**src/design/rpb_regs.svh**
```systemverilog
// Register map of the bridge control
`ifndef RPB_REGS_SVH
`define RPB_REGS_SVH

// Register byte offsets
`define RPB_BRIDGE_CONTROL_OFF   8'h3E
`define RPB_DMA_PRESENT_OFF      8'h44
`define RPB_PORT_CONTROL_OFF     8'h48
// Dword that holds the bridge control register in its upper half
`define RPB_BRIDGE_CONTROL_DW    8'h3C

// bridge_control fields
`define RPB_BC_POISON_REPORT_EN  0
`define RPB_BC_ERR_FORWARD_EN    1
`define RPB_BC_ISA_ALIAS_BLOCK   2
`define RPB_BC_VGA_ROUTE_EN      3
`define RPB_BC_VGA_FULL_DECODE   4
`define RPB_BC_RESET             5'h00

// dma_engine_present_ctrl fields
`define RPB_DP_CFG_ENABLE        0
`define RPB_DP_RESET             1'h0

// port_control fields
`define RPB_PC_MSI_COR_EN        31
`define RPB_PC_MSI_NONFATAL_EN   30
`define RPB_PC_HP_INBAND_EN      29
`define RPB_PC_SLOT_POWER_GOOD   28
`define RPB_PC_TOGGLE_POP        27
`define RPB_PC_COALESCE_HI       25
`define RPB_PC_COALESCE_LO       24
`define RPB_PC_TIMEOUT_CFG_EN    23
`define RPB_PC_TIMEOUT_EN        22
`define RPB_PC_MALFORMED_EN      21
`define RPB_PC_IRQ_WR_UNBLOCK    20
`define RPB_PC_COALESCE_RESET    2'h3

// Decoder address figures
`define RPB_VGA_IO_A_LO          16'h03B0
`define RPB_VGA_IO_A_HI          16'h03BB
`define RPB_VGA_IO_B_LO          16'h03C0
`define RPB_VGA_IO_B_HI          16'h03DF
`define RPB_VGA_MEM_LO           32'h000A0000
`define RPB_VGA_MEM_HI           32'h000BFFFF
`define RPB_IRQ_RANGE            12'hFEE
`define RPB_DMA_DEVICE           5'h08

// Completion timeout in microseconds and in cycles
`define RPB_CLK_PERIOD_NS        100
`define RPB_CPL_TIMEOUT_US       50000
`define RPB_CPL_TIMEOUT_CYCLES   ((`RPB_CPL_TIMEOUT_US * 1000) / `RPB_CLK_PERIOD_NS)

`endif

```
**src/design/rpb_pkg.sv**
```systemverilog
// Types of the root port bridge control
package rpb_pkg;

   typedef enum logic [1:0] {
      RPB_ROUTE_NONE,
      RPB_ROUTE_DOWNSTREAM,
      RPB_ROUTE_SOUTHBRIDGE
   } rpb_route_e;

   typedef struct packed {
      logic        valid;
      logic        is_io;
      logic        is_mem;
      logic [31:0] addr;
   } rpb_cpu_req_s;

   typedef struct packed {
      logic       valid;
      logic [1:0] kind;     // 0 correctable, 1 non-fatal, 2 fatal
   } rpb_err_msg_s;

   typedef struct packed {
      logic       valid;
      logic       from_sideband;  // Test port or SMBus
      logic [4:0] device;
      logic [2:0] func;
   } rpb_dma_req_s;

   typedef struct packed {
      logic       valid;
      logic       hdr_4dw;
      logic       is_mem;
      logic       is_io;
      logic       is_cfg;
      logic [7:0] addr_hi;
      logic [9:0] length;
      logic [3:0] first_be;
      logic [3:0] last_be;
      logic [2:0] tc;
      logic [1:0] attr;
      logic       is_crs_cpl;
      logic       req_was_cfg;
   } rpb_tlp_s;

endpackage

```
**src/design/rpb_bridge_ctrl.sv**
```systemverilog
// Root port virtual bridge control: registers, address routing, error and TLP checks
// Functional notes
// - VGA full decode compares 16 address bits, else 10 bits with 1 KB aliases.
// - Full-decode choice matters only while VGA routing is enabled.
// - VGA routing enabled: claim VGA I/O and memory ranges, route downstream.
// - ISA alias block: last 768 bytes of each 1 KB go to southbridge link.
// - ISA alias block clear: whole I/O window goes downstream.
// - Error-forward enable gates correctable, non-fatal and fatal messages upstream.
// - Received system error flag records regardless of error-forward enable.
// - Poison-report enable decides whether poisoned TLPs are reported.
// - Write-once DMA config enable resets 0; while 0 requests to DMA device functions 0 and 1 abort.
// - Test port and SMBus reach DMA engine regardless of enable.
// - Bit 31 enables MSI for correctable errors.
// - Bit 30 enables MSI for non-fatal errors.
// - Bit 29 enables in-band hot-plug messages, resets 0.
// - Bit 28 reflects power-good input; reads 0 on southbridge link port.
// - Coalescing policy resets 3: none, free entries, prefetches, minimum.
// - Configuration requests time out only when bits 23 and 22 both set.
// - Both timeout enables clear: wait for completions forever.
// - Malformed check flags 4DW low address, byte enable and I/O/config faults.
// - Malformed check flags retry completion for non-configuration request.
// - Bit 20 clear blocks memory writes to the interrupt range.
`timescale 1ns/1ns
`default_nettype none
`include "rpb_regs.svh"

module rpb_bridge_ctrl
   import rpb_pkg::*;
#(
   parameter bit          IS_SB_LINK     = 1'b0,
   parameter int unsigned TIMEOUT_CYCLES = `RPB_CPL_TIMEOUT_CYCLES
) (
   input  wire logic         I_CLK,
   input  wire logic         I_RST,
   input  wire logic         i_cfg_wr,
   input  wire logic         i_cfg_rd,
   input  wire logic [7:0]   i_cfg_addr,
   input  wire logic [3:0]   i_cfg_be,
   input  wire logic [31:0]  i_cfg_wdata,
   output logic     [31:0]   o_cfg_rdata,
   output logic              o_cfg_rvalid,
   input  wire rpb_cpu_req_s i_cpu_req,
   input  wire logic [15:0]  i_io_window_base,
   input  wire logic [15:0]  i_io_window_limit,
   output var rpb_route_e    o_route,
   output logic              o_route_valid,
   input  wire rpb_err_msg_s i_err_msg,
   input  wire logic         i_sec_sys_err_clr,
   input  wire logic         i_poison_rx,
   output var rpb_err_msg_s  o_err_fwd,
   output logic              o_sec_sys_err_seen,
   output logic              o_poison_report,
   input  wire rpb_dma_req_s i_dma_req,
   output logic              o_dma_grant,
   output logic              o_dma_abort,
   input  wire logic         i_cor_err,
   input  wire logic         i_nonfatal_err,
   output logic              o_msi_req,
   input  wire logic         i_hp_msg_req,
   output logic              o_hp_msg_send,
   input  wire logic         i_slot_power_good,
   input  wire logic [7:0]   i_coalesce_hint,
   input  wire logic [7:0]   i_free_completion_entries,
   input  wire logic [7:0]   i_pending_prefetches,
   output logic     [7:0]    o_coalesce_limit,
   input  wire logic         i_cpl_pending,
   input  wire logic         i_pending_is_cfg,
   output logic              o_cpl_timeout,
   input  wire rpb_tlp_s     i_tlp,
   output logic              o_malformed,
   input  wire logic         i_mem_wr_valid,
   input  wire logic [31:0]  i_mem_wr_addr,
   output logic              o_irq_wr_block
);

   logic [4:0]  bridge_control_q;
   logic        dma_cfg_en_q;
   logic        dma_locked_q;
   logic [2:0]  pc_msi_hp_q;    // 31:29
   logic        toggle_pop_q;
   logic [1:0]  coalesce_mode_q;
   logic [3:0]  pc_low_q;       // 23:20
   logic        pg_s1_q, pg_s2_q, pg_s3_q, pg_q;

   logic bc_hit, dp_hit, pc_hit;
   assign bc_hit = (i_cfg_addr == `RPB_BRIDGE_CONTROL_DW);
   assign dp_hit = (i_cfg_addr == `RPB_DMA_PRESENT_OFF);
   assign pc_hit = (i_cfg_addr == `RPB_PORT_CONTROL_OFF);

   // Bridge control sits in lanes 2 and 3 of its dword
   always_ff @(posedge I_CLK) begin
      if (I_RST) begin
         bridge_control_q <= `RPB_BC_RESET;
      end else if (i_cfg_wr && bc_hit && i_cfg_be[2]) begin
         bridge_control_q <= i_cfg_wdata[20:16];
      end
   end

   // Lock follows the first write after reset, whatever value it carried
   always_ff @(posedge I_CLK) begin
      if (I_RST) begin
         dma_cfg_en_q <= `RPB_DP_RESET;
         dma_locked_q <= 1'b0;
      end else if (i_cfg_wr && dp_hit && i_cfg_be[0] && !dma_locked_q) begin
         dma_cfg_en_q <= i_cfg_wdata[`RPB_DP_CFG_ENABLE];
         dma_locked_q <= 1'b1;
      end
   end

   always_ff @(posedge I_CLK) begin
      if (I_RST) begin
         pc_msi_hp_q     <= 3'h0;
         toggle_pop_q    <= 1'b0;
         coalesce_mode_q <= `RPB_PC_COALESCE_RESET;
         pc_low_q        <= 4'h0;
      end else if (i_cfg_wr && pc_hit) begin
         if (i_cfg_be[3]) begin
            pc_msi_hp_q     <= i_cfg_wdata[31:29];
            toggle_pop_q    <= i_cfg_wdata[`RPB_PC_TOGGLE_POP];
            coalesce_mode_q <= i_cfg_wdata[`RPB_PC_COALESCE_HI:`RPB_PC_COALESCE_LO];
         end
         if (i_cfg_be[2]) begin
            pc_low_q <= i_cfg_wdata[23:20];
         end
      end
   end

   logic msi_cor_en, msi_nf_en, hp_inband_en;
   logic to_cfg_en, to_en, malformed_en, irq_unblock;
   assign msi_cor_en   = pc_msi_hp_q[2];
   assign msi_nf_en    = pc_msi_hp_q[1];
   assign hp_inband_en = pc_msi_hp_q[0];
   assign to_cfg_en    = pc_low_q[3];
   assign to_en        = pc_low_q[2];
   assign malformed_en = pc_low_q[1];
   assign irq_unblock  = pc_low_q[0];

   // Power-good pin: three stages, change taken once stages two and three agree
   always_ff @(posedge I_CLK) begin
      if (I_RST) begin
         pg_s1_q <= 1'b0;
         pg_s2_q <= 1'b0;
         pg_s3_q <= 1'b0;
         pg_q    <= 1'b0;
      end else begin
         pg_s1_q <= i_slot_power_good;
         pg_s2_q <= pg_s1_q;
         pg_s3_q <= pg_s2_q;
         if (pg_s2_q == pg_s3_q) begin
            pg_q <= pg_s3_q & ~IS_SB_LINK;
         end
      end
   end

   // Read mux; reserved and unmapped bits read zero
   logic [31:0] rdata_d;
   always_comb begin
      rdata_d = 32'h00000000;
      if (bc_hit) begin
         rdata_d[20:16] = bridge_control_q;
      end else if (dp_hit) begin
         rdata_d[`RPB_DP_CFG_ENABLE] = dma_cfg_en_q;
      end else if (pc_hit) begin
         rdata_d[31:29]                   = pc_msi_hp_q;
         rdata_d[`RPB_PC_SLOT_POWER_GOOD] = pg_q;
         rdata_d[`RPB_PC_TOGGLE_POP]      = toggle_pop_q;
         rdata_d[25:24]                   = coalesce_mode_q;
         rdata_d[23:20]                   = pc_low_q;
      end
   end

   always_ff @(posedge I_CLK) begin
      if (I_RST) begin
         o_cfg_rdata  <= 32'h00000000;
         o_cfg_rvalid <= 1'b0;
      end else begin
         o_cfg_rvalid <= i_cfg_rd;
         o_cfg_rdata  <= i_cfg_rd ? rdata_d : 32'h00000000;
      end
   end

   logic [15:0] io_addr, vga_cmp;
   logic        vga_io_hit, vga_mem_hit, in_io_window, isa_alias;
   rpb_route_e  route_d;
   assign io_addr = i_cpu_req.addr[15:0];
   // Short decode drops bits 15:10, so the ranges alias every 1 KB
   assign vga_cmp = bridge_control_q[`RPB_BC_VGA_FULL_DECODE] ? io_addr
                                                     : {6'h00, io_addr[9:0]};
   assign vga_io_hit = i_cpu_req.is_io && (i_cpu_req.addr[31:16] == 16'h0000
                       || !bridge_control_q[`RPB_BC_VGA_FULL_DECODE])
                       && ((vga_cmp >= `RPB_VGA_IO_A_LO && vga_cmp <= `RPB_VGA_IO_A_HI)
                       || (vga_cmp >= `RPB_VGA_IO_B_LO && vga_cmp <= `RPB_VGA_IO_B_HI));
   assign vga_mem_hit = i_cpu_req.is_mem && i_cpu_req.addr >= `RPB_VGA_MEM_LO
                        && i_cpu_req.addr <= `RPB_VGA_MEM_HI;
   assign in_io_window = i_cpu_req.is_io && i_cpu_req.addr[31:16] == 16'h0000
                         && io_addr >= i_io_window_base && io_addr <= i_io_window_limit;
   assign isa_alias = io_addr[9:8] != 2'h0;

   always_comb begin
      route_d = RPB_ROUTE_NONE;
      // VGA decode, full or short, counts only while routing is on
      if (bridge_control_q[`RPB_BC_VGA_ROUTE_EN] && (vga_io_hit || vga_mem_hit)) begin
         route_d = RPB_ROUTE_DOWNSTREAM;
      end else if (in_io_window) begin
         if (bridge_control_q[`RPB_BC_ISA_ALIAS_BLOCK] && isa_alias) begin
            route_d = RPB_ROUTE_SOUTHBRIDGE;
         end else begin
            route_d = RPB_ROUTE_DOWNSTREAM;
         end
      end
   end

   always_ff @(posedge I_CLK) begin
      if (I_RST) begin
         o_route       <= RPB_ROUTE_NONE;
         o_route_valid <= 1'b0;
      end else begin
         o_route_valid <= i_cpu_req.valid;
         o_route       <= i_cpu_req.valid ? route_d : RPB_ROUTE_NONE;
      end
   end

   logic serr_rx;
   assign serr_rx = i_err_msg.valid && i_err_msg.kind != 2'h0;

   always_ff @(posedge I_CLK) begin
      if (I_RST) begin
         o_err_fwd          <= '0;
         o_sec_sys_err_seen <= 1'b0;
         o_poison_report    <= 1'b0;
      end else begin
         o_err_fwd.valid <= i_err_msg.valid && bridge_control_q[`RPB_BC_ERR_FORWARD_EN];
         o_err_fwd.kind  <= i_err_msg.kind;
         // Set wins over a clear in the same cycle
         if (serr_rx) begin
            o_sec_sys_err_seen <= 1'b1;
         end else if (i_sec_sys_err_clr) begin
            o_sec_sys_err_seen <= 1'b0;
         end
         o_poison_report <= i_poison_rx && bridge_control_q[`RPB_BC_POISON_REPORT_EN];
      end
   end

   // DMA engine access; functions 0 and 1 of its device are gated
   logic dma_target;
   assign dma_target = i_dma_req.device == `RPB_DMA_DEVICE && i_dma_req.func[2:1] == 2'h0;

   always_ff @(posedge I_CLK) begin
      if (I_RST) begin
         o_dma_grant <= 1'b0;
         o_dma_abort <= 1'b0;
      end else begin
         o_dma_grant <= i_dma_req.valid && dma_target
                        && (dma_cfg_en_q || i_dma_req.from_sideband);
         o_dma_abort <= i_dma_req.valid && dma_target
                        && !dma_cfg_en_q && !i_dma_req.from_sideband;
      end
   end

   always_ff @(posedge I_CLK) begin
      if (I_RST) begin
         o_msi_req     <= 1'b0;
         o_hp_msg_send <= 1'b0;
      end else begin
         o_msi_req <= (i_cor_err && msi_cor_en)
                      || (i_nonfatal_err && msi_nf_en);
         o_hp_msg_send <= i_hp_msg_req && hp_inband_en;
      end
   end

   logic [7:0] lim_free, lim_pf, limit_d;
   assign lim_free = i_coalesce_hint < i_free_completion_entries ? i_coalesce_hint
                                                                 : i_free_completion_entries;
   assign lim_pf   = i_coalesce_hint < i_pending_prefetches ? i_coalesce_hint
                                                            : i_pending_prefetches;
   always_comb begin
      case (coalesce_mode_q)
         2'h0:    limit_d = i_coalesce_hint;
         2'h1:    limit_d = lim_free;
         2'h2:    limit_d = lim_pf;
         default: limit_d = lim_free < lim_pf ? lim_free : lim_pf;
      endcase
   end

   always_ff @(posedge I_CLK) begin
      if (I_RST) begin
         o_coalesce_limit <= 8'h00;
      end else begin
         o_coalesce_limit <= limit_d;
      end
   end

   // Completion timer; restarts when the pending request is served
   logic [31:0] to_cnt_q;
   logic        to_allowed;
   // Configuration needs both enables; with neither, wait forever
   assign to_allowed = i_pending_is_cfg ? (to_cfg_en && to_en) : to_en;

   always_ff @(posedge I_CLK) begin
      if (I_RST) begin
         to_cnt_q      <= 32'h00000000;
         o_cpl_timeout <= 1'b0;
      end else begin
         o_cpl_timeout <= 1'b0;
         if (!i_cpl_pending || !to_allowed) begin
            to_cnt_q <= 32'h00000000;
         end else if (to_cnt_q == TIMEOUT_CYCLES - 1) begin
            to_cnt_q      <= 32'h00000000;
            o_cpl_timeout <= 1'b1;
         end else begin
            to_cnt_q <= to_cnt_q + 32'h00000001;
         end
      end
   end

   logic bad_4dw, bad_be, bad_iocfg, bad_crs;
   assign bad_4dw  = i_tlp.hdr_4dw && i_tlp.is_mem && i_tlp.addr_hi == 8'h00;
   assign bad_be   = (i_tlp.is_mem || i_tlp.is_io || i_tlp.is_cfg)
                     && ((i_tlp.length > 10'h001
                          && (i_tlp.first_be == 4'h0 || i_tlp.last_be == 4'h0))
                         || (i_tlp.length == 10'h001 && i_tlp.last_be != 4'h0));
   assign bad_iocfg = (i_tlp.is_io || i_tlp.is_cfg)
                      && (i_tlp.tc != 3'h0 || i_tlp.attr != 2'h0 || i_tlp.length != 10'h001);
   assign bad_crs  = i_tlp.is_crs_cpl && !i_tlp.req_was_cfg;

   always_ff @(posedge I_CLK) begin
      if (I_RST) begin
         o_malformed <= 1'b0;
      end else begin
         o_malformed <= i_tlp.valid && malformed_en
                        && (bad_4dw || bad_be || bad_iocfg
                            || bad_crs);
      end
   end

   always_ff @(posedge I_CLK) begin
      if (I_RST) begin
         o_irq_wr_block <= 1'b0;
      end else begin
         o_irq_wr_block <= i_mem_wr_valid && !irq_unblock
                           && i_mem_wr_addr[31:20] == `RPB_IRQ_RANGE;
      end
   end

endmodule
`default_nettype wire

```
**config.mk**
```make
export PLATFORM = sky130hd
export DESIGN_NAME = rpb_bridge_ctrl
export DESIGN_NICKNAME = d
export VERILOG_FILES = /design/src/design/rpb_pkg.sv /design/src/design/rpb_bridge_ctrl.sv
export VERILOG_INCLUDE_DIRS = /design/src /design/src/design
export SDC_FILE = /design/constraint.sdc
export NUM_CORES = 1
export LEC_CHECK = 0
export BUFFER_PORTS_ARGS = -buffer_cell sky130_fd_sc_hd__buf_2
export CORE_ASPECT_RATIO = 0.5
export CORE_MARGIN = 2
export CORE_UTILIZATION = 41
export DETAILED_ROUTE_END_ITERATION = 7
export GPL_TIMING_DRIVEN = 0
export PLACE_DENSITY = 0.77
export SYNTH_ARGS = -nofsm -noshare
export SYNTH_HDL_FRONTEND = slang
export SYNTH_SLANG_ARGS = --single-unit
export TNS_END_PERCENT = 20
```
**constraint.sdc**
```tcl
create_clock -name I_CLK -period 2.79 [get_ports I_CLK]
set_input_delay 0 -clock I_CLK [delete_from_list [all_inputs] [get_ports I_CLK]]
set_output_delay 0 -clock I_CLK [all_outputs]
set_load 0.005 [all_outputs]
```
==> flow_metrics.py, run 1 <==
metrics = {
    "power": {
        "switchingPower_uw": 834,
        "p_comb_frac": 0.222,
        "p_int_mw": 2.42,
        "p_sw_frac": 0.256,
        "p_leak_nw": 3.73,
        "power_mw": 3.25,
        "irDropWorstVdd_uv": 269,
        "power.share.sequential": 0.419,
        "p_per_area_nw_per_um2": 426,
        "clockPowerShare": 0.359,
    },
    "worst_setup_path": {
        "worstPathRequired_ps": 3010,
        "cp-startpoint": "i_coalesce_hint[1]",
        "reg2reg_depth": 7,
        "arrival_ps": 2930,
        "crit_chain": "buf_2, ha_4, a2111oi_4, o31ai_4, buf_4, buf_6, mux2_2, ha_1, a2111o_1, a21oi_2, nor3b_4, o31ai_4, o221a_2",
        "cpMaxStageDelayCell": "a2111oi_4",
        "end_kind": "flip-flop",
        "critPathMostFrequentCell": "o31ai_4",
        "r2r-start": "to_cnt_q[2]$_SDFF_PP0_",
        "critPathMaxStageDelay_ps": 400,
        "cp-start-kind": "primary input",
        "setup.worst_path.class": "in2reg",
        "reg2reg_slack_ps": 610,
        "crit_fanout": 8,
        "timing.rr.end": "to_cnt_q[29]$_SDFF_PP0_",
    },
    "global_routing": {
        "antenna_found_initial": 2,
        "grt_max_degree": 15,
        "grt_pass1_vias": 5594,
        "grt_use_total": 0.226,
        "grt_pass1_wl_mm": 26.2,
        "grt-ovfl-total": 0,
    },
    "synthesis": {
        "synth_fa_ha_area_frac": 0.124,
        "synth-simple-area-share": 0.217,
        "synth_compound_area_frac": 0.122,
        "synth_seq_cells": 93,
        "muxShareOfSynthArea": 0.0760,
        "async_flop_share": 0,
        "netlist_area_sq_um": 5450,
        "synth_top_family_by_area": "simple AND/OR/NAND/NOR gates",
        "synth_top_area_cell": "dfxtp_1",
        "yosysWarningCount": 0,
        "synth_area_leaders": "dfxtp_1 (34%), ha_1 (12%), nor2_1 (4.5%), mux2i_1 (4.2%), inv_1 (4.1%)",
        "synth_cells": 610,
        "synth_cell_type_count": 54,
        "syn_avg_cell_area_sq_um": 8.94,
        "synth_xor_area_frac": 0.0482,
        "synth_top_area_frac": 0.341,
        "synth_flop_cell": "dfxtp_1",
        "ys_seq_area_frac": 0.341,
        "synth_edf_count": 0,
    },
    "drt": {
        "drt_iter0_drc": 241,
        "wl_met2_mm": 8.18,
        "routed_wl_mm": 16.1,
        "highest_layer": "met4",
        "drc_errors": 0,
        "avgViaCountPerCell": 5.07,
        "met1Wirelength_mm": 6.69,
        "wl_per_cell_microns": 14.8,
        "dr.pass1.iters": 4,
        "via_count": 5515,
        "dr_wl_met3_microns": 797,
        "ant_nets": 0,
    },
    "min_path": {
        "holdCritStartpoint": "i_cfg_wr",
        "min_to": "dma_locked_q$_SDFFE_PP0P_",
        "min_path_type": "in2reg",
        "hold_path_depth": 3,
    },
    "clock_tree": {
        "cts_tree": "built",
        "clock_latency_ps": 340,
        "htree_levels": 3,
        "clock-sinks": 93,
        "cts_buffers": 9,
        "clkTransAtPathRegs_ps": 60,
        "clockBufferDepth": 2,
        "root_buffer": "clkbuf_16",
    },
    "die": {
        "ioPinCount": 287,
        "die_w_microns": 167,
        "rows": 29,
        "core_area_sq_um": 12800,
        "dieArea_sq_um": 14300,
        "initial_core_util": 0.426,
        "die_y_microns": 85.5,
    },
    "placement": {
        "place.gp.congestion": 0.895,
        "dp_hpwl_mm": 12.4,
        "io_buffer_count": 230,
    },
    "layout": {
        "area_delta_synth_final_pct": 40.1,
        "mostFrequentLayoutCells": "buf_2 (231), dfxtp_1 (93), nor2_1 (65)",
        "fillers": 1095,
        "fin_util": 0.596,
        "fin_nets": 1196,
        "final_common_cell": "buf_2",
        "drive_above_1_share": 0.333,
    },
    "sta": {
        "tightestPinTransition_ps": 1210,
        "setup_viol": 0,
        "clock_skew_ps": 9.40,
        "relSlewSlack": 0.189,
        "finalHoldViolations": 0,
        "holdWs_ps": 22.9,
        "period_minus_slack_ps": 2710,
        "fin_crit_sh": 0.971,
        "fmax_mhz": 369,
        "finalMaxSlewViolations": 0,
        "setup_tns_ps": 0,
    },
    "run": {
        "maxCapViolCount": 0,
    },
    "run_status": {
        "outcome": "complete, no violations",
    },
}
[through the flow]
step	instances	worst slack (ps)	area [sq um]
after CTS	1084	49.0	7590
after global placement	1025	-433	6880
after global routing	1088	-29.2	7640
after detailed placement	1025	-468	6880
final	1088	79.7	7640
after floorplan	625	4.51	5520
[final cells by class]
type | count | area [sq um] | area share
clock buffer | 14 | 274 | 0.0359
multi-input combinational | 445 | 3290 | 0.431
tap | 170 | 213 | 0.0279
sequential | 93 | 1860 | 0.244
buffer | 26 | 159 | 0.0208
antenna | 2 | 5.00 | 0.000655
inverter | 61 | 229 | 0.0300
clock inverter | 2 | 16.3 | 0.00213
timing repair buffer | 275 | 1590 | 0.208
[power groups by stage]
stage / Combinational (mW) / Sequential [mW] / Clock [mW]
CTS: 0.701 / 1.36 / 1.18
floorplan: 0.370 / 1.40 / 0
global route: 0.797 / 1.36 / 1.23
finish: 0.723 / 1.36 / 1.17
global placement: 0.627 / 1.39 / 0
detailed placement: 0.644 / 1.39 / 0
[worst max-delay path by stage]
stage,end,cells after the start
2_1_floorplan,o_coalesce_limit[1]$_SDFF_PP0_,13
3_3_place_gp,o_coalesce_limit[3]$_SDFF_PP0_,11
3_5_place_dp,o_coalesce_limit[3]$_SDFF_PP0_,12
4_1_cts,o_coalesce_limit[3]$_SDFF_PP0_,12
5_1_grt,o_coalesce_limit[2]$_SDFF_PP0_,14
6_report,o_coalesce_limit[2]$_SDFF_PP0_,13
[cells in the mapped netlist, types with 5 or more instances]
master and n:
nand3_1 20, inv_1 60, nor2b_1 9, nand4_1 17, nor4_1 16, mux2_2 15
o21ai_0 10, clkbuf_1 8, nor3_1 14, and2_1 16, a21o_1 11, xnor2_1 6
ha_1 54, nand4b_1 5, nand2_1 27, o221a_2 7, nand2b_1 7, mux2i_1 23
nor2_1 65, o21a_1 9, xor2_1 24, and3_1 10, dfxtp_1 93, a21oi_1 25
buf_4 16, and4_1 5
[what timing repair did]
item / CTS / global route
gates resized for setup: 0 / 6
setup endpoints to repair: 8 / 8
endpoints found under the hold margin: 35 / 0
pin swaps: 2 / 7
buffers inserted: 5 / 2
hold buffers: 38 / 0
[cell families after synthesis]
family,Yosys count
AO/OA/AOI/OAI,84
adder cells (fa/ha/maj),54
buffers and inverters,87
flip-flops,93
multiplexers,39
AND/OR/NAND/NOR,222
other,1
XOR/XNOR,30
[flip-flops by register name (all words and copies together) (netlist names), 2 cells and up]
register and count:
o_route 2, coalesce_mode_q 2, pc_low_q 4, pc_msi_hp_q 3
to_cnt_q 32, o_coalesce_limit 8, bridge_control_q 5, o_err_fwd 3
o_cfg_rdata 16
[layer usage]
layer / GRT usage / vias to the layer above
li1: - / 2728
met1: 0.256 / 2599
met2: 0.428 / 150
met3: 0.0475 / 38
met4: 0.0815 / 0
met5: 0 / -
[critical path: cells and delay by family]
family | cells | cell delay (ps)
adder cells (fa/ha/maj) | 2 | 470
AND/OR/NAND/NOR | 1 | 260
multiplexers | 1 | 280
AO/OA/AOI/OAI | 6 | 1490
buffers and inverters | 3 | 420
No activity file was read; power rests on OpenSTA's default activity.
==> inputs of run 2 (changes only) <==
--- a/config.mk
+++ b/config.mk
@@ -6,13 +6,14 @@
 export SDC_FILE = /design/constraint.sdc
 export NUM_CORES = 1
 export LEC_CHECK = 0
+export ABC_CLOCK_PERIOD_IN_PS = 2790
 export BUFFER_PORTS_ARGS = -buffer_cell sky130_fd_sc_hd__buf_2
 export CORE_ASPECT_RATIO = 0.5
 export CORE_MARGIN = 2
 export CORE_UTILIZATION = 41
 export DETAILED_ROUTE_END_ITERATION = 7
 export GPL_TIMING_DRIVEN = 0
-export PLACE_DENSITY = 0.77
+export PLACE_DENSITY = 0.75
 export SYNTH_ARGS = -nofsm -noshare
 export SYNTH_HDL_FRONTEND = slang
 export SYNTH_SLANG_ARGS = --single-unit
==> flow_metrics.py, run 2 (synthesized netlist as in run 1, its figures left out) <==
metrics = {
    "global_routing": {
        "grt_pass1_wl_mm": 25.8,
        "antenna_found_initial": 0,
        "grt_use_total": 0.223,
        "grt_pass1_vias": 5520,
        "grt-ovfl-total": 0,
        "grt_max_degree": 16,
    },
    "power": {
        "p_per_area_nw_per_um2": 434,
        "irDropWorstVdd_uv": 307,
        "power_mw": 3.34,
        "p_leak_nw": 3.77,
    },
    "layout": {
        "mostFrequentLayoutCells": "buf_2 (231), dfxtp_1 (93), nor2_1 (65)",
        "largest_reg_flops": 32,
        "top_regs": "to_cnt_q x32, o_cfg_rdata x16, o_coalesce_limit x8",
        "antennaDiodeCount": 0,
        "regMostFlops": "to_cnt_q",
        "fin_area_sq_um": 7690,
        "final_common_cell": "buf_2",
        "fin_nets": 1199,
        "area_delta_synth_final_pct": 41.1,
        "drive_above_1_share": 0.334,
    },
    "run_status": {
        "outcome": "complete, no violations",
    },
    "die": {
        "core_area_sq_um": 12800,
        "die_w_microns": 167,
        "die_y_microns": 85.5,
        "ioPinCount": 287,
        "dieArea_sq_um": 14300,
        "initial_core_util": 0.426,
        "rows": 29,
    },
    "worst_setup_path": {
        "cp-startpoint": "i_coalesce_hint[1]",
        "r2r-start": "to_cnt_q[2]$_SDFF_PP0_",
        "setup.worst_path.class": "in2reg",
        "crit_fanout": 8,
        "reg2reg_depth": 7,
        "end_kind": "flip-flop",
        "cp-endpoint": "o_coalesce_limit[5]$_SDFF_PP0_",
        "reg2reg_slack_ps": 570,
        "cp-start-kind": "primary input",
        "cpMaxStageDelayCell": "a2111oi_4",
        "arrival_ps": 2920,
        "timing.rr.end": "to_cnt_q[31]$_SDFF_PP0_",
        "critPathMaxStageDelay_ps": 410,
        "crit_chain": "buf_2, ha_4, a2111oi_4, o31ai_4, buf_4, buf_4, mux2_2, ha_1, a2111o_1, a21oi_2, nor3b_4, o31ai_4, o221a_2",
        "worstPathRequired_ps": 3030,
    },
    "placement": {
        "placed_area_sq_um": 6880,
        "io_buffer_count": 230,
        "dp_hpwl_mm": 12.3,
        "place_ws_ps": -454,
        "place.gp.congestion": 0.916,
    },
    "sta": {
        "setup_viol": 0,
        "finalHoldViolations": 0,
        "relSlewSlack": 0.182,
        "fmax_mhz": 372,
        "period_minus_slack_ps": 2690,
        "setup_tns_ps": 0,
        "finalMaxSlewViolations": 0,
        "setup_ws_ps": 105,
        "tightestPinTransition_ps": 1220,
        "clock_skew_ps": 11.6,
        "fin_crit_sh": 0.963,
    },
    "clock_tree": {
        "cts_buffers": 9,
        "cts_tree": "built",
        "htree_levels": 3,
        "clock-sinks": 93,
        "clock_latency_ps": 340,
        "root_buffer": "clkbuf_16",
        "clkTransAtPathRegs_ps": 70,
        "clockBufferDepth": 2,
    },
    "drt": {
        "routed_wl_mm": 16.1,
        "dr.pass1.iters": 5,
        "ant_nets": 0,
        "drt_iter0_drc": 206,
        "avgViaCountPerCell": 5.03,
        "wl_per_cell_microns": 14.8,
        "drc_errors": 0,
        "via_count": 5479,
    },
    "run": {
        "maxCapViolCount": 0,
    },
    "min_path": {
        "min_path_type": "in2reg",
        "hold_path_depth": 3,
    },
}
run 2: what timing repair did:
item	in CTS	in global routing
setup buffers	5	3
hold endpoints to repair	35	0
hold buffers	40	0
setup endpoints to repair	8	8
resized for setup	0	7
pin swaps	2	10
run 2: how the worst min path moves through the flow:
stage	start	end	slack (ps)
6_report	i_cfg_wr	dma_locked_q$_SDFFE_PP0P_	30
5_1_grt	i_cfg_wr	dma_locked_q$_SDFFE_PP0P_	40
4_1_cts	i_cfg_wr	dma_locked_q$_SDFFE_PP0P_	10
3_5_place_dp	i_dma_req[8]	o_dma_abort$_SDFF_PP0_	180
3_3_place_gp	i_dma_req[8]	o_dma_abort$_SDFF_PP0_	180
2_1_floorplan	i_dma_req[8]	o_dma_abort$_SDFF_PP0_	80
run 2: power breakdown:
group | internal, mW | switching [mW] | total [mW]
combinational | 0.388 | 0.335 | 0.723
sequential | 1.36 | 0.00609 | 1.36
clock | 0.747 | 0.509 | 1.26
total | 2.49 | 0.851 | 3.34
run 2: cell type report:
type	count	area (sq um)
plain buffers	26	159
flip-flops and latches	93	1860
repair buffers	278	1620
multi-input cells	445	3310
fillers	1114	5110
clock buffers	12	256
well taps	170	213
clock inverters	4	53.8
inverters	61	229
run 2: critical path: cells and delay by family:
family                     cells  cell delay, ps
adders and majority gates      2             470
AOI/OAI and AO/OA              6            1470
buffers and inverters          3             430
and+or+nand+nor                1             270
muxes                          1             280
run 2: layer usage:
layer | track usage | routed length, microns | vias up
met3 | 0.0397 | 811 | 40
li1 | - | - | 2731
met2 | 0.409 | 7970 | 177
met1 | 0.263 | 6830 | 2531
met5 | 0 | 0 | -
met4 | 0.0893 | 520 | 0
run 2: stage by stage:
| stage | hold slack (ps) | cells | util |
|---|---|---|---|
| 2_1_floorplan | 76.8 | 625 | - |
| 3_3_place_gp | 179 | 1025 | 0.537 |
| 3_5_place_dp | 182 | 1025 | 0.537 |
| 4_1_cts | 13.9 | 1086 | 0.596 |
| 5_1_grt | 38.6 | 1089 | 0.601 |
| 6_report | 31.9 | 1089 | 0.601 |
==> inputs of run 3 (changes only) <==
--- a/config.mk
+++ b/config.mk
@@ -13,7 +13,7 @@
 export CORE_UTILIZATION = 41
 export DETAILED_ROUTE_END_ITERATION = 7
 export GPL_TIMING_DRIVEN = 0
-export PLACE_DENSITY = 0.75
+export PLACE_DENSITY = 0.88
 export SYNTH_ARGS = -nofsm -noshare
 export SYNTH_HDL_FRONTEND = slang
 export SYNTH_SLANG_ARGS = --single-unit
==> constraint.sdc (replaced) <==
create_clock -name I_CLK -period 2.79 [get_ports I_CLK]
set_input_delay 0 -clock I_CLK [delete_from_list [all_inputs] [get_ports I_CLK]]
set_output_delay 0 -clock I_CLK [all_outputs]
set_load 0.01 [all_outputs]
==> flow_metrics.py, run 3 (synthesized netlist as in run 1, its figures left out) <==
metrics = {
    "run_status": {
        "outcome": "complete, no violations",
    },
    "placement": {
        "io_buffer_count": 230,
        "place_ws_ps": -421,
        "place.gp.congestion": 0.933,
        "dp_hpwl_mm": 13.0,
        "placed_area_sq_um": 6880,
    },
    "worst_setup_path": {
        "reg2reg_slack_ps": 480,
        "crit_chain": "buf_2, ha_1, nand4_1, o31ai_4, buf_4, mux2_2, ha_1, a2111o_1, a21oi_2, nor3b_4, o31ai_4, o221a_2",
        "critPathMaxStageDelay_ps": 370,
        "arrival_ps": 2920,
        "cp-start-kind": "primary input",
        "cpMaxStageDelayCell": "a2111o_1",
        "timing.rr.end": "to_cnt_q[31]$_SDFF_PP0_",
        "r2r-start": "to_cnt_q[2]$_SDFF_PP0_",
        "crit_fanout": 8,
        "reg2reg_depth": 7,
        "setup.worst_path.class": "in2reg",
        "worstPathRequired_ps": 3020,
        "end_kind": "flip-flop",
    },
    "die": {
        "initial_core_util": 0.426,
        "rows": 29,
        "core_area_sq_um": 12800,
        "dieArea_sq_um": 14300,
        "die_y_microns": 85.5,
        "ioPinCount": 287,
        "die_w_microns": 167,
    },
    "sta": {
        "setup_viol": 0,
        "tightestPinTransition_ps": 1360,
        "period_minus_slack_ps": 2690,
        "setup_ws_ps": 97.9,
        "fmax_mhz": 371,
        "rsz0062_at_grt": "false",
        "finalMaxSlewViolations": 0,
        "holdWs_ps": 15.0,
        "clock_skew_ps": 6.80,
        "fin_crit_sh": 0.965,
        "finalHoldViolations": 0,
        "relSlewSlack": 0.0820,
    },
    "drt": {
        "ant_nets": 0,
        "via_count": 5809,
        "avgViaCountPerCell": 5.35,
        "drt_iter0_drc": 465,
        "wl_per_cell_microns": 17.0,
        "routed_wl_mm": 18.5,
        "drc_errors": 0,
        "dr.pass1.iters": 6,
    },
    "layout": {
        "regMostFlops": "to_cnt_q",
        "largest_reg_flops": 32,
        "area_delta_synth_final_pct": 39.9,
        "fin_nets": 1194,
        "fin_area_sq_um": 7630,
        "drive_above_1_share": 0.330,
        "fin_util": 0.595,
        "final_common_cell": "buf_2",
        "top_regs": "to_cnt_q x32, o_cfg_rdata x16, o_coalesce_limit x8",
        "mostFrequentLayoutCells": "buf_2 (231), dfxtp_1 (93), nor2_1 (65)",
    },
    "power": {
        "power_mw": 3.40,
        "p_leak_nw": 3.74,
        "p_per_area_nw_per_um2": 445,
        "irDropWorstVdd_uv": 324,
    },
    "global_routing": {
        "grt_pass1_wl_mm": 28.8,
        "grt_pass1_vias": 5922,
        "antenna_found_initial": 1,
        "grt-ovfl-total": 0,
        "grt_use_total": 0.254,
        "grt_max_degree": 16,
    },
    "clock_tree": {
        "htree_levels": 3,
        "cts_buffers": 9,
        "root_buffer": "clkbuf_16",
        "cts_tree": "built",
        "clock_latency_ps": 340,
        "clockBufferDepth": 2,
        "clkTransAtPathRegs_ps": 60,
        "clock-sinks": 93,
    },
    "min_path": {
        "hold_path_depth": 2,
        "min_to": "o_route_valid$_SDFF_PP0_",
        "holdCritStartpoint": "i_cpu_req[34]",
        "min_path_type": "in2reg",
    },
    "run": {
        "maxCapViolCount": 0,
    },
}
[run 3: how the worst max path moves through the flow]
stage | start | slack [ps] | end
floorplan | i_pending_prefetches[3] | 5 | o_coalesce_limit[1]$_SDFF_PP0_
global placement | i_coalesce_hint[7] | -370 | o_coalesce_limit[7]$_SDFF_PP0_
detailed placement | i_pending_prefetches[7] | -420 | o_coalesce_limit[2]$_SDFF_PP0_
CTS | i_coalesce_hint[7] | 90 | o_coalesce_limit[2]$_SDFF_PP0_
global route | i_coalesce_hint[7] | 2 | o_coalesce_limit[2]$_SDFF_PP0_
finish | i_coalesce_hint[7] | 100 | o_coalesce_limit[2]$_SDFF_PP0_
[run 3: where the power goes]
group	internal (mW)	switching, mW
Combinational	0.376	0.366
Sequential	1.36	0.00948
Clock	0.771	0.517
Total	2.50	0.892
[run 3: worst max-delay path, delay by kind of cell]
family	cells	cell delay, ps
buffers and inverters	2	350
and+or+nand+nor	2	420
muxes	1	360
AOI/OAI and AO/OA	5	1260
adders and majority gates	2	520
[run 3: final cells by class]
type | instances | area (sq um)
clock inverters | 4 | 55.1
repair buffers | 273 | 1570
fillers | 1030 | 5180
plain buffers | 26 | 159
clock buffers | 12 | 267
inverters | 61 | 229
diodes | 2 | 5.00
multi-input cells | 445 | 3270
flip-flops and latches | 93 | 1860
well taps | 170 | 213
[run 3: what timing repair did]
action                                  in CTS  in global routing
hold buffers                                38                  0
hold endpoints to repair                    34                  0
setup buffers                                5                  0
endpoints found under the setup margin       8                  7
resized for setup                            0                  0
pin swaps                                    2                  2
[run 3: stage by stage]
step | instances | TNS [ps]
6_report | 1086 | 0
5_1_grt | 1085 | 0
4_1_cts | 1084 | 0
3_5_place_dp | 1025 | -3270
3_3_place_gp | 1025 | -2890
2_1_floorplan | 625 | 0
[run 3: layer usage]
layer  GRT usage  up-vias  part of all wire
met2       0.450      284              0.48
met1       0.300     2730              0.41
met4       0.117        0             0.042
met5           0        -                 0
met3      0.0545       71             0.062
li1            -     2724                 -
